==> config.mk <==
export PLATFORM = sky130hd
export DESIGN_NAME = fpx_exception_logic
export DESIGN_NICKNAME = d
export VERILOG_FILES = /design/src/rtl/fpx_pkg.sv /design/src/rtl/fpx_classify.sv /design/src/rtl/fpx_default.sv /design/src/rtl/fpx_exception_logic.sv
export VERILOG_INCLUDE_DIRS = /design/src /design/src/rtl
export SDC_FILE = /design/constraint.sdc
export NUM_CORES = 1
export LEC_CHECK = 0
export ABC_CLOCK_PERIOD_IN_PS = 13200
export BUFFER_PORTS_ARGS = -buffer_cell sky130_fd_sc_hd__buf_2
export CAP_MARGIN = 20
export CORE_AREA = 2 2 137 139
export DETAILED_ROUTE_END_ITERATION = 8
export DIE_AREA = 0 0 139 141
export PLACE_DENSITY = 0.63
export SLEW_MARGIN = 20
export SYNTH_ARGS = -nofsm -noshare
export SYNTH_HDL_FRONTEND = slang
export SYNTH_HIERARCHICAL = 1
export SYNTH_SLANG_ARGS = --single-unit
export TNS_END_PERCENT = 50
==> constraint.sdc <==
create_clock -name sys_clk -period 13.2 [get_ports sys_clk]
set_clock_uncertainty 0.05 [all_clocks]
set_input_delay 3.96 -clock sys_clk [delete_from_list [all_inputs] [get_ports sys_clk]]
set_output_delay 3.96 -clock sys_clk [all_outputs]
set_load 0.05 [all_outputs]
==> src/rtl/fpx_params.svh <==
// Purpose: Constants of the floating point exception logic
// Assumes: Single clock, synchronous active-high reset
// Notes:   Field positions follow the exceptions field layout
//
// Behaviour
// - Overflow untrapped: nearest gives signed infinity, toward zero gives signed max finite
// - Overflow untrapped: up/down rounding give max finite or infinity by sign
// - Underflow is never flagged; possible underflow raises unimplemented instead
// - Inexact is flagged when the rounded result differs or overflows
// - Operand exponents near limits force stall mode, one risky op at a time
// - Inexact traps enabled force stall mode for every multi-cycle operation
// - A taken trap leaves destination unchanged and sources untouched
// - Inexact untrapped writes the rounded or overflowed value unless another trap
// - Listed invalid cases and signaling NaN arithmetic flag invalid operation
// - Move is not arithmetic; abs and negate are, for signaling NaN
// - Invalid untrapped cases raise unimplemented instead of a NaN
// - Divide by zero only for zero divisor and finite non-zero dividend
// - Divide by zero untrapped writes a correctly signed infinity
// - Overflow when rounded magnitude exceeds max finite; also sets inexact
// - Reserved opcode or format field raises unimplemented
// - Unimplemented cannot be masked and always interrupts the core
// - Denormal operands, quiet NaN operands except in compares, denormal results, underflow raise unimplemented; move is exempt
// - Status read waits for in-flight ops and shows their exceptions
// - Exceptions field holds the outcome of the latest instruction that raised an exception
// - Writing zero to the exceptions field clears all its bits
// - IEEE exception sets its exception and sticky bits; trap only if enabled
`ifndef FPX_PARAMS_SVH
`define FPX_PARAMS_SVH
`define FPX_EXC_I      0
`define FPX_EXC_U      1
`define FPX_EXC_O      2
`define FPX_EXC_Z      3
`define FPX_EXC_V      4
`define FPX_EXC_E      5
`define FPX_EXC_RST    6'h00
`define FPX_STICKY_RST 5'h00
`define FPX_OPC_MSB    31
`define FPX_OPC_LSB    26
`define FPX_FMT_MSB    24
`define FPX_FMT_LSB    21
`define FPX_OPC_LEGAL  6'h11
`define FPX_FMT_S      4'h0
`define FPX_FMT_D      4'h1
`define FPX_EXP_ONES_S 11'h0FF
`define FPX_EXP_ONES_D 11'h7FF
`define FPX_EXP_MARGIN 11'h002
`define FPX_INF_S      32'h7F800000
`define FPX_MAX_S      32'h7F7FFFFF
`define FPX_INF_D      64'h7FF0000000000000
`define FPX_MAX_D      64'h7FEFFFFFFFFFFFFF
`define FPX_INFL_W     4
`endif

==> src/rtl/fpx_pkg.sv <==
// Purpose: Types of the floating point exception logic
// Assumes: Rounding mode port encodes modes in enum order
// Notes:   No constants here; see fpx_params.svh
package fpx_pkg;
  typedef enum logic [1:0] {
    round_to_nearest,
    round_toward_zero,
    round_up_positive,
    round_down_negative
  } fpx_rmode_t;
  typedef enum logic [3:0] {
    OP_ADD, OP_SUB, OP_MUL, OP_DIV, OP_ABS, OP_NEG, OP_MOV,
    OP_CVT_FIX, OP_CVT_FLT, OP_CMP_ORD, OP_CMP_UNORD, OP_OTHER
  } fpx_op_t;
  typedef enum logic {
    ST_IDLE,
    ST_STALL
  } fpx_state_t;
endpackage : fpx_pkg

==> src/rtl/fpx_classify.sv <==
// Purpose: Classify one operand of either format
// Assumes: Single operands sit in the low 32 bits
// Notes:   Pure combinational
`timescale 1ns/1ps
`include "fpx_params.svh"
module fpx_classify (
  input  wire logic        dbl,
  input  wire logic [63:0] opnd,
  output logic             is_zero,
  output logic             is_inf,
  output logic             is_nan,
  output logic             is_snan,
  output logic             is_den,
  output logic             risky,
  output logic             sign
);
  logic [10:0] expo;
  logic [10:0] ones;
  logic        man_nz;
  logic        quiet;
  assign expo   = dbl ? opnd[62:52] : {3'h0, opnd[30:23]};
  assign ones   = dbl ? `FPX_EXP_ONES_D : `FPX_EXP_ONES_S;
  assign man_nz = dbl ? |opnd[51:0] : |opnd[22:0];
  assign quiet  = dbl ? opnd[51] : opnd[22];
  assign sign   = dbl ? opnd[63] : opnd[31];
  assign is_zero = (expo == 11'h000) && !man_nz;
  assign is_den  = (expo == 11'h000) && man_nz;
  assign is_inf  = (expo == ones) && !man_nz;
  assign is_nan  = (expo == ones) && man_nz;
  assign is_snan = is_nan && !quiet;
  // Exponents near either end may overflow or underflow
  assign risky = (expo >= ones - `FPX_EXP_MARGIN) ||
                 ((expo != 11'h000) && (expo <= `FPX_EXP_MARGIN));
endmodule : fpx_classify

==> src/rtl/fpx_default.sv <==
// Purpose: Default result for untrapped overflow and divide by zero
// Assumes: Single results sit in the low 32 bits
// Notes:   Pure combinational
`timescale 1ns/1ps
`include "fpx_params.svh"
module fpx_default (
  input  wire logic                 dbl,
  input  wire logic                 sign,
  input  wire logic                 div_zero,
  input  wire fpx_pkg::fpx_rmode_t  rmode,
  output logic [63:0]               value
);
  logic to_inf;
  always_comb begin
    case (rmode)
      fpx_pkg::round_to_nearest:    to_inf = 1'b1;
      fpx_pkg::round_toward_zero:   to_inf = 1'b0;
      fpx_pkg::round_up_positive:   to_inf = !sign;
      fpx_pkg::round_down_negative: to_inf = sign;
      default:                      to_inf = 1'b1;
    endcase
    if (div_zero) begin
      to_inf = 1'b1;
    end
    if (dbl) begin
      value = {sign, to_inf ? 63'(`FPX_INF_D) : 63'(`FPX_MAX_D)};
    end else begin
      value = {32'h0, sign, to_inf ? 31'(`FPX_INF_S) : 31'(`FPX_MAX_S)};
    end
  end
endmodule : fpx_default

==> src/rtl/fpx_exception_logic.sv <==
// Purpose: Exception detection and response of the floating point unit
// Assumes: Datapath reports rounding flags with each result
// Notes:   Issue-time exceptions cancel the op; result-time ones gate the write
`timescale 1ns/1ps
`include "fpx_params.svh"
module fpx_exception_logic (
  input  wire logic        sys_clk,
  input  wire logic        srst,
  input  wire logic        issue_valid,
  input  wire logic [31:0] issue_instr,
  input  wire logic [3:0]  issue_op,
  input  wire logic        issue_multi,
  input  wire logic [63:0] op_a,
  input  wire logic [63:0] op_b,
  output logic             issue_ready,
  output logic             issue_dispatch,
  output logic             issue_stalled,
  input  wire logic        res_valid,
  input  wire logic        res_dbl,
  input  wire logic        res_sign,
  input  wire logic        res_inexact,
  input  wire logic        res_overflow,
  input  wire logic        res_underflow,
  input  wire logic        res_denorm,
  input  wire logic        res_cvt_ovf,
  input  wire logic [63:0] res_value,
  input  wire logic [1:0]  round_mode,
  input  wire logic [4:0]  trap_en,
  input  wire logic        csr_wr,
  input  wire logic [5:0]  csr_wr_exc,
  input  wire logic [4:0]  csr_wr_sticky,
  input  wire logic        csr_rd_req,
  output logic             csr_rd_ack,
  output logic [5:0]       csr_rd_exc,
  output logic [4:0]       csr_rd_sticky,
  output logic             wr_en,
  output logic [63:0]      wr_data,
  output logic [5:0]       exc_field,
  output logic [4:0]       sticky_field,
  output logic             trap_taken,
  output logic             fp_irq
);

  ////////////////////////////////////////////////////////////////////////////
  // Declarations
  fpx_pkg::fpx_state_t state_ff;
  fpx_pkg::fpx_state_t nxt_state;
  fpx_pkg::fpx_op_t    op;
  logic [`FPX_INFL_W-1:0] infl_ff;
  logic [5:0]  exc_ff;
  logic [4:0]  sticky_ff;
  logic        rd_ack_ff;
  logic [5:0]  rd_exc_ff;
  logic [4:0]  rd_sticky_ff;
  logic        wr_en_ff;
  logic [63:0] wr_data_ff;
  logic        trap_ff;
  logic        accept;
  logic        dbl;
  logic        reserved;
  logic        arith;
  logic        ub;
  logic        a_zero, a_inf, a_nan, a_snan, a_den, a_risky, a_sign;
  logic        b_zero, b_inf, b_nan, b_snan, b_den, b_risky, b_sign;
  logic        snan, qnan, den, unord, inv;
  logic        v_cond, z_cond;
  logic [5:0]  iss_exc;
  logic        iss_trap;
  logic        possible;
  logic [5:0]  res_exc;
  logic        res_trap;
  logic        dflt_sign;
  logic [63:0] dflt_value;
  logic        rd_ok;

  ////////////////////////////////////////////////////////////////////////////
  // Helpers
  function automatic logic two_operand(input fpx_pkg::fpx_op_t o);
    case (o)
      fpx_pkg::OP_ADD, fpx_pkg::OP_SUB, fpx_pkg::OP_MUL, fpx_pkg::OP_DIV,
      fpx_pkg::OP_CMP_ORD, fpx_pkg::OP_CMP_UNORD: two_operand = 1'b1;
      default: two_operand = 1'b0;
    endcase
  endfunction : two_operand

  function automatic logic traps(input logic [5:0] x, input logic [4:0] en);
    traps = x[`FPX_EXC_E] || ((x[4:0] & en) != 5'h00);
  endfunction : traps

  ////////////////////////////////////////////////////////////////////////////
  // Operand classification
  assign op  = fpx_pkg::fpx_op_t'(issue_op);
  assign dbl = issue_instr[`FPX_FMT_MSB:`FPX_FMT_LSB] == `FPX_FMT_D;

  fpx_classify u_cls_a (
    .dbl     (dbl),
    .opnd    (op_a),
    .is_zero (a_zero),
    .is_inf  (a_inf),
    .is_nan  (a_nan),
    .is_snan (a_snan),
    .is_den  (a_den),
    .risky   (a_risky),
    .sign    (a_sign)
  );

  fpx_classify u_cls_b (
    .dbl     (dbl),
    .opnd    (op_b),
    .is_zero (b_zero),
    .is_inf  (b_inf),
    .is_nan  (b_nan),
    .is_snan (b_snan),
    .is_den  (b_den),
    .risky   (b_risky),
    .sign    (b_sign)
  );

  ////////////////////////////////////////////////////////////////////////////
  // Issue-time detection
  assign reserved = (issue_instr[`FPX_OPC_MSB:`FPX_OPC_LSB] != `FPX_OPC_LEGAL) ||
                    ((issue_instr[`FPX_FMT_MSB:`FPX_FMT_LSB] != `FPX_FMT_S) &&
                     !dbl);
  assign arith = (op != fpx_pkg::OP_MOV);
  assign ub    = two_operand(op);
  assign snan  = arith && (a_snan || (ub && b_snan));
  // Quiet NaNs are left to software, except in ordered and unordered compares
  assign qnan  = arith && !snan && (op != fpx_pkg::OP_CMP_UNORD) &&
                 (op != fpx_pkg::OP_CMP_ORD) && (a_nan || (ub && b_nan));
  assign den   = arith && (a_den || (ub && b_den));
  assign unord = (op == fpx_pkg::OP_CMP_ORD) && (a_nan || b_nan);

  always_comb begin
    case (op)
      fpx_pkg::OP_ADD:     inv = a_inf && b_inf && (a_sign != b_sign);
      fpx_pkg::OP_SUB:     inv = a_inf && b_inf && (a_sign == b_sign);
      fpx_pkg::OP_MUL:     inv = (a_zero && b_inf) || (a_inf && b_zero);
      fpx_pkg::OP_DIV:     inv = (a_zero && b_zero) || (a_inf && b_inf);
      fpx_pkg::OP_CVT_FIX: inv = a_inf || a_nan;
      default:             inv = 1'b0;
    endcase
  end

  assign v_cond = snan || inv || unord;
  assign z_cond = (op == fpx_pkg::OP_DIV) && b_zero &&
                  !a_zero && !a_inf && !a_nan;

  always_comb begin
    iss_exc = 6'h00;
    if (reserved) begin
      iss_exc[`FPX_EXC_E] = 1'b1;
    end else if (qnan || den) begin
      iss_exc[`FPX_EXC_E] = 1'b1;
    end else if (v_cond) begin
      // No NaN is ever built here, so an untrapped invalid goes to software
      iss_exc[`FPX_EXC_V] = trap_en[`FPX_EXC_V];
      iss_exc[`FPX_EXC_E] = !trap_en[`FPX_EXC_V];
    end else if (z_cond) begin
      iss_exc[`FPX_EXC_Z] = 1'b1;
    end
  end

  assign iss_trap = traps(iss_exc, trap_en);

  // Inexact cannot be predicted, so enabled inexact traps serialise all long ops
  assign possible = a_risky || (ub && b_risky) ||
                    (trap_en[`FPX_EXC_I] && issue_multi);

  ////////////////////////////////////////////////////////////////////////////
  // Issue handshake
  // Result cycles and pending reads block issue, so issue never shares a cycle with a result or a read
  assign issue_ready    = (state_ff == fpx_pkg::ST_IDLE) && !csr_rd_req && !res_valid;
  assign accept         = issue_valid && issue_ready;
  assign issue_dispatch = accept && (iss_exc == 6'h00);
  assign issue_stalled  = issue_dispatch && possible;

  always_comb begin
    nxt_state = state_ff;
    case (state_ff)
      fpx_pkg::ST_IDLE: begin
        if (issue_stalled) begin
          nxt_state = fpx_pkg::ST_STALL;
        end
      end
      fpx_pkg::ST_STALL: begin
        if (res_valid && (infl_ff == `FPX_INFL_W'(1))) begin
          nxt_state = fpx_pkg::ST_IDLE;
        end
      end
      default: nxt_state = fpx_pkg::ST_IDLE;
    endcase
  end

  always_ff @(posedge sys_clk) begin
    if (srst) begin
      state_ff <= fpx_pkg::ST_IDLE;
    end else begin
      state_ff <= nxt_state;
    end
  end

  always_ff @(posedge sys_clk) begin
    if (srst) begin
      infl_ff <= `FPX_INFL_W'(0);
    end else if (issue_dispatch) begin
      infl_ff <= infl_ff + `FPX_INFL_W'(1);
    end else if (res_valid && (infl_ff != `FPX_INFL_W'(0))) begin
      infl_ff <= infl_ff - `FPX_INFL_W'(1);
    end
  end

  ////////////////////////////////////////////////////////////////////////////
  // Result-time detection
  always_comb begin
    res_exc = 6'h00;
    res_exc[`FPX_EXC_E] = res_underflow || res_denorm ||
                          (res_cvt_ovf && !trap_en[`FPX_EXC_V]);
    res_exc[`FPX_EXC_V] = res_cvt_ovf && trap_en[`FPX_EXC_V];
    res_exc[`FPX_EXC_O] = res_overflow;
    res_exc[`FPX_EXC_I] = res_inexact || res_overflow;
    res_exc[`FPX_EXC_U] = 1'b0;
  end

  assign res_trap = traps(res_exc, trap_en);

  ////////////////////////////////////////////////////////////////////////////
  // Default results
  assign dflt_sign = res_valid ? res_sign : (a_sign ^ b_sign);

  fpx_default u_dflt (
    .dbl      (res_valid ? res_dbl : dbl),
    .sign     (dflt_sign),
    .div_zero (!res_valid),
    .rmode    (fpx_pkg::fpx_rmode_t'(round_mode)),
    .value    (dflt_value)
  );

  ////////////////////////////////////////////////////////////////////////////
  // Destination write
  always_ff @(posedge sys_clk) begin
    if (srst) begin
      wr_en_ff   <= 1'b0;
      wr_data_ff <= 64'h0;
    end else if (res_valid) begin
      wr_en_ff   <= !res_trap;
      wr_data_ff <= res_overflow ? dflt_value : res_value;
    end else if (accept && iss_exc[`FPX_EXC_Z]) begin
      wr_en_ff   <= !iss_trap;
      wr_data_ff <= dflt_value;
    end else begin
      wr_en_ff   <= 1'b0;
    end
  end

  always_ff @(posedge sys_clk) begin
    if (srst) begin
      trap_ff <= 1'b0;
    end else begin
      trap_ff <= (res_valid && res_trap) || (accept && iss_trap);
    end
  end

  ////////////////////////////////////////////////////////////////////////////
  // Exceptions and sticky fields
  // An instruction with no exception leaves the field alone, so a pending
  // trap cause survives later clean completions
  always_ff @(posedge sys_clk) begin
    if (srst) begin
      exc_ff <= `FPX_EXC_RST;
    end else if (res_valid && (res_exc != 6'h00)) begin
      exc_ff <= res_exc;
    end else if (accept && (iss_exc != 6'h00)) begin
      exc_ff <= iss_exc;
    end else if (csr_wr) begin
      exc_ff <= {csr_wr_exc[5:2], 1'b0, csr_wr_exc[0]};
    end
  end

  always_ff @(posedge sys_clk) begin
    if (srst) begin
      sticky_ff <= `FPX_STICKY_RST;
    end else begin
      sticky_ff <= (csr_wr ? csr_wr_sticky & 5'h1D : sticky_ff) |
                   (res_valid ? res_exc[4:0] : 5'h00) |
                   (accept ? iss_exc[4:0] : 5'h00);
    end
  end

  ////////////////////////////////////////////////////////////////////////////
  // Status read
  // Waits for the pipe to drain so late exceptions are visible
  assign rd_ok = csr_rd_req && !rd_ack_ff && (infl_ff == `FPX_INFL_W'(0)) &&
                 !res_valid && !csr_wr;

  always_ff @(posedge sys_clk) begin
    if (srst) begin
      rd_ack_ff    <= 1'b0;
      rd_exc_ff    <= `FPX_EXC_RST;
      rd_sticky_ff <= `FPX_STICKY_RST;
    end else begin
      rd_ack_ff <= rd_ok;
      if (rd_ok) begin
        rd_exc_ff    <= exc_ff;
        rd_sticky_ff <= sticky_ff;
      end
    end
  end

  ////////////////////////////////////////////////////////////////////////////
  // Outputs
  assign csr_rd_ack    = rd_ack_ff;
  assign csr_rd_exc    = rd_exc_ff;
  assign csr_rd_sticky = rd_sticky_ff;
  assign wr_en         = wr_en_ff;
  assign wr_data       = wr_data_ff;
  assign exc_field     = exc_ff;
  assign sticky_field  = sticky_ff;
  assign trap_taken    = trap_ff;
  assign fp_irq        = traps(exc_ff, trap_en);

endmodule : fpx_exception_logic

==> metrics.log <==
INFO  metric areaGrowthSynthToFinish = 26.6%
INFO  metric cts_inserted_buffers = 9
INFO  metric critical-path-slowest-cell = or4b_1
INFO  metric layout_commonest_cell = buf_2
INFO  metric io-pin-count = 353
INFO  metric final-max-slew-violation-count = 0
INFO  metric worst_slew_margin_relative_to_its_limit = roughly 25%
INFO  metric wire_per_inst = approximately 16 um
INFO  metric critical_path_required = ~9.2 ns
INFO  metric ir_drop = approximately 0.067 mV
INFO  metric dpl.hpwl = around 14000 um
INFO  metric max_freq = roughly 88 MHz
INFO  metric worstSetupStartpointType = input pin
INFO  metric ys_warn_count = 6
INFO  metric leakage_component_of_the_power = 3.66 nW
INFO  metric cts-root-buf = clkbuf_16
INFO  metric netlist_area = about 0.0060 sq mm
INFO  metric grt_pass1_wl = about 28000 um
INFO  metric dieWidth = 139 um
INFO  metric crit_fanout = 31
INFO  metric finalHoldViolations = 0
INFO  metric synth.lib_cells_used.distinct = 64
INFO  metric syn_area_per_cell = 8.98 sq um
INFO  metric floorplan.core_area = roughly 0.018 sq mm
INFO  metric critical_path.max_stage_delay = ~0.52 ns
INFO  metric remaining_drc_errors = 0
INFO  metric worst-setup-path-type = input pin to output port
INFO  metric status = finished clean
INFO  metric worst_hold_startpoint = csr_rd_exc[2]
INFO  metric cts.sink_count = 90
INFO  metric grt_pass1_vias = between 5000 and 6000
INFO  metric drt-pass1-iter-count = 4
INFO  metric vias_per_cell = 5.00
INFO  metric final_min_period_over_clock_period = a little under nine tenths
INFO  metric worstHoldPathType = register to register
INFO  metric multi_input_comb_area = approximately 0.0035 sq mm
INFO  metric timing.max_cap.violations = 0
INFO  metric cts.reportedPaths.clkPinSlew = roughly 0.060 ns
INFO  metric groute.usage.overall = between 15 and 20%
INFO  metric grt_remaining_overflow = 0
INFO  metric start_util = roughly a third
INFO  metric sequential_share_of_the_synthesized_area = a little under a third
INFO  metric post_cts.repair.setup_buffers = 0
INFO  metric critPathArrivalTime = between 7 and 8 ns
INFO  metric drtAntennaViolNets = 0
INFO  metric grt_max_degree = 79
INFO  metric cts_repair_resizes = 0
INFO  metric worstReg2RegStart = state_ff
INFO  metric vias = approximately 5700
INFO  metric synth_seq_cells = 90
INFO  metric power = 833 uW
INFO  metric layout.cells.most_common_list = buf_2 (322), nor2_1 (93), dfxtp_1 (90)
INFO  metric cts_htree_levels = 3
INFO  metric total_negative_slack = 0 ns
INFO  metric crit_family = simple AND/OR/NAND/NOR gates
INFO  metric drt_iter0_drc = between 200 and 300
INFO  metric regArea = between 0.0015 and 0.002 sq mm
INFO  metric finalCriticalPeriod = 11.39 ns
INFO  metric die_y = 141 um
INFO  metric tritoncts = done
INFO  metric routed_wirelength = 18300 um
INFO  metric place_congestion = 0.862
INFO  metric synthesis.instances = between 600 and 700
INFO  metric p_per_area = between 100 and 150 mW/mm^2
INFO  metric crit_path_from = issue_instr[22]
INFO  metric critical_path_buf_inv_count = 3
INFO  metric ctsHoldBuffers = 0
INFO  metric critical_path.endpoint_type = output port
INFO  metric antennaDiodeCount = 0
INFO  metric timing.final.setup_violations = 0
INFO  metric final_layout_size_suffix_gt1_share = a little under half
INFO  metric synth_enable_flop_cells = 0
INFO  metric fin_nets = 1173
INFO  metric n_fill_cell = ~1900
INFO  metric clockBufferDepth = 2
INFO  metric initial_antenna_violation_count = 2
INFO  metric critical_path.cell_chain = buf_2 > nor3_1 > and2_1 > buf_4 > or4b_1 > o41ai_2 > nand4_1 > nor3_2 > nor4b_1 > nand4_1 > nand2_1 > nor3_1 > buf_2
INFO  metric port_buffers = roughly 320
INFO  metric floorplan.die_area = 0.0196 sq mm
INFO  metric clk-insertion-delay-late = 0.34 ns
INFO  metric rows = 50
INFO  metric grt_setup_unrepaired = false
INFO  metric synthFlopType = dfxtp_1
INFO  metric asyncSetResetFlopFracSynth = 0%
INFO  metric tightestPinTransition = 1.12 ns
[power by group]
part,internal [mW],total [mW],switching [mW]
Combinational,0.0942,0.262,0.168
Sequential,0.295,0.310,0.0152
Clock,0.147,0.260,0.113
Total,0.537,0.833,0.296
[worst register-to-register path, delay by kind of cell, from the launching register on]
family	cells	cell delay (ns)
compound gates	2	0.46
flops	1	0.31
simple gates	3	0.62
buf+inv	2	1.38
[state kept, by name, summed over array words and instances (netlist names)]
register       flops
wr_en              1
csr_rd_exc         5
exc_field          5
state_ff           1
csr_rd_ack         1
trap_taken         1
sticky_field       4
infl_ff            4
csr_rd_sticky      4
wr_data           64
[cell usage after synthesis, drive strengths merged (3+ instances only)]
cell type / n / area share (%)
nor2: 94 / 5.9
dfxtp: 90 / 30
buf: 80 / 9.9
mux2i: 77 / 13
a211oi: 70 / 13
nand2: 26 / 1.6
clkbuf: 22 / 1.4
nor4: 22 / 2.3
a21oi: 19 / 1.6
nor3: 15 / 1.4
o21ai: 15 / 1.4
inv: 14 / 0.88
nand4: 13 / 1.4
mux2: 9 / 1.7
nand3: 8 / 0.67
o22ai: 7 / 0.73
ha: 6 / 1.3
nand4b: 6 / 0.88
and2: 5 / 0.52
nand2b: 5 / 0.52
a221oi: 4 / 0.69
or4b: 4 / 0.67
xnor2: 4 / 0.59
nor3b: 3 / 0.38
nor4b: 3 / 0.44
o31ai: 3 / 0.61
o32ai: 3 / 0.44
o41ai: 3 / 0.82
or2: 3 / 0.31
or4: 3 / 0.38
[path summary, 6_finish.rpt]
check | to | slack (ns) | depth (start not counted)
max | issue_stalled | 1.81 | 13
min reg2reg | csr_rd_exc[2] | 0.44 | 2
min | csr_rd_exc[2] | 0.44 | 2
max reg2reg | wr_data[46] | 10.29 | 7
[cells by family after synthesis]
group | synth area share, %
compound gates | 22.0
simple gates | 18.6
buf+inv | 12.2
xor+xnor | 1.25
mux | 14.6
fa+ha+maj | 1.25
other cells | 0.0626
flops | 30.1
[per-stage QoR]
stage | area [sq um] | hold WS (ns) | setup slack [ns] | utilization [%] | cells
floorplan | 6000 | 0.435 | 1.64 | - | 670
global placement | 7280 | 0.421 | 1.91 | 39.9 | 1130
detailed placement | 7280 | 0.434 | 1.85 | 39.9 | 1130
CTS | 7580 | 0.450 | 1.84 | 41.5 | 1146
global route | 7580 | 0.461 | 1.56 | 41.5 | 1146
finish | 7580 | 0.445 | 1.81 | 41.5 | 1146
[final cells by class]
cell class	count	area share [%]
Sequential cell	90	23.8
Multi-Input combinational cell	463	45.9
Clock inverter	6	0.891
Timing Repair Buffer	328	21.9
Tap cell	234	3.86
Clock buffer	10	3.02
Inverter	15	0.743
[metal layers]
layer  share of wire, %  vias to the layer above  global-route usage (%)
met4                1.5                        4                    4.15
met5               0.15                        -                       0
li1                   -                     2865                       -
met1                 44                     2625                    22.9
met2                 47                      209                    30.1
met3                6.8                       26                    4.99
Power figures use the tool's default switching activity.
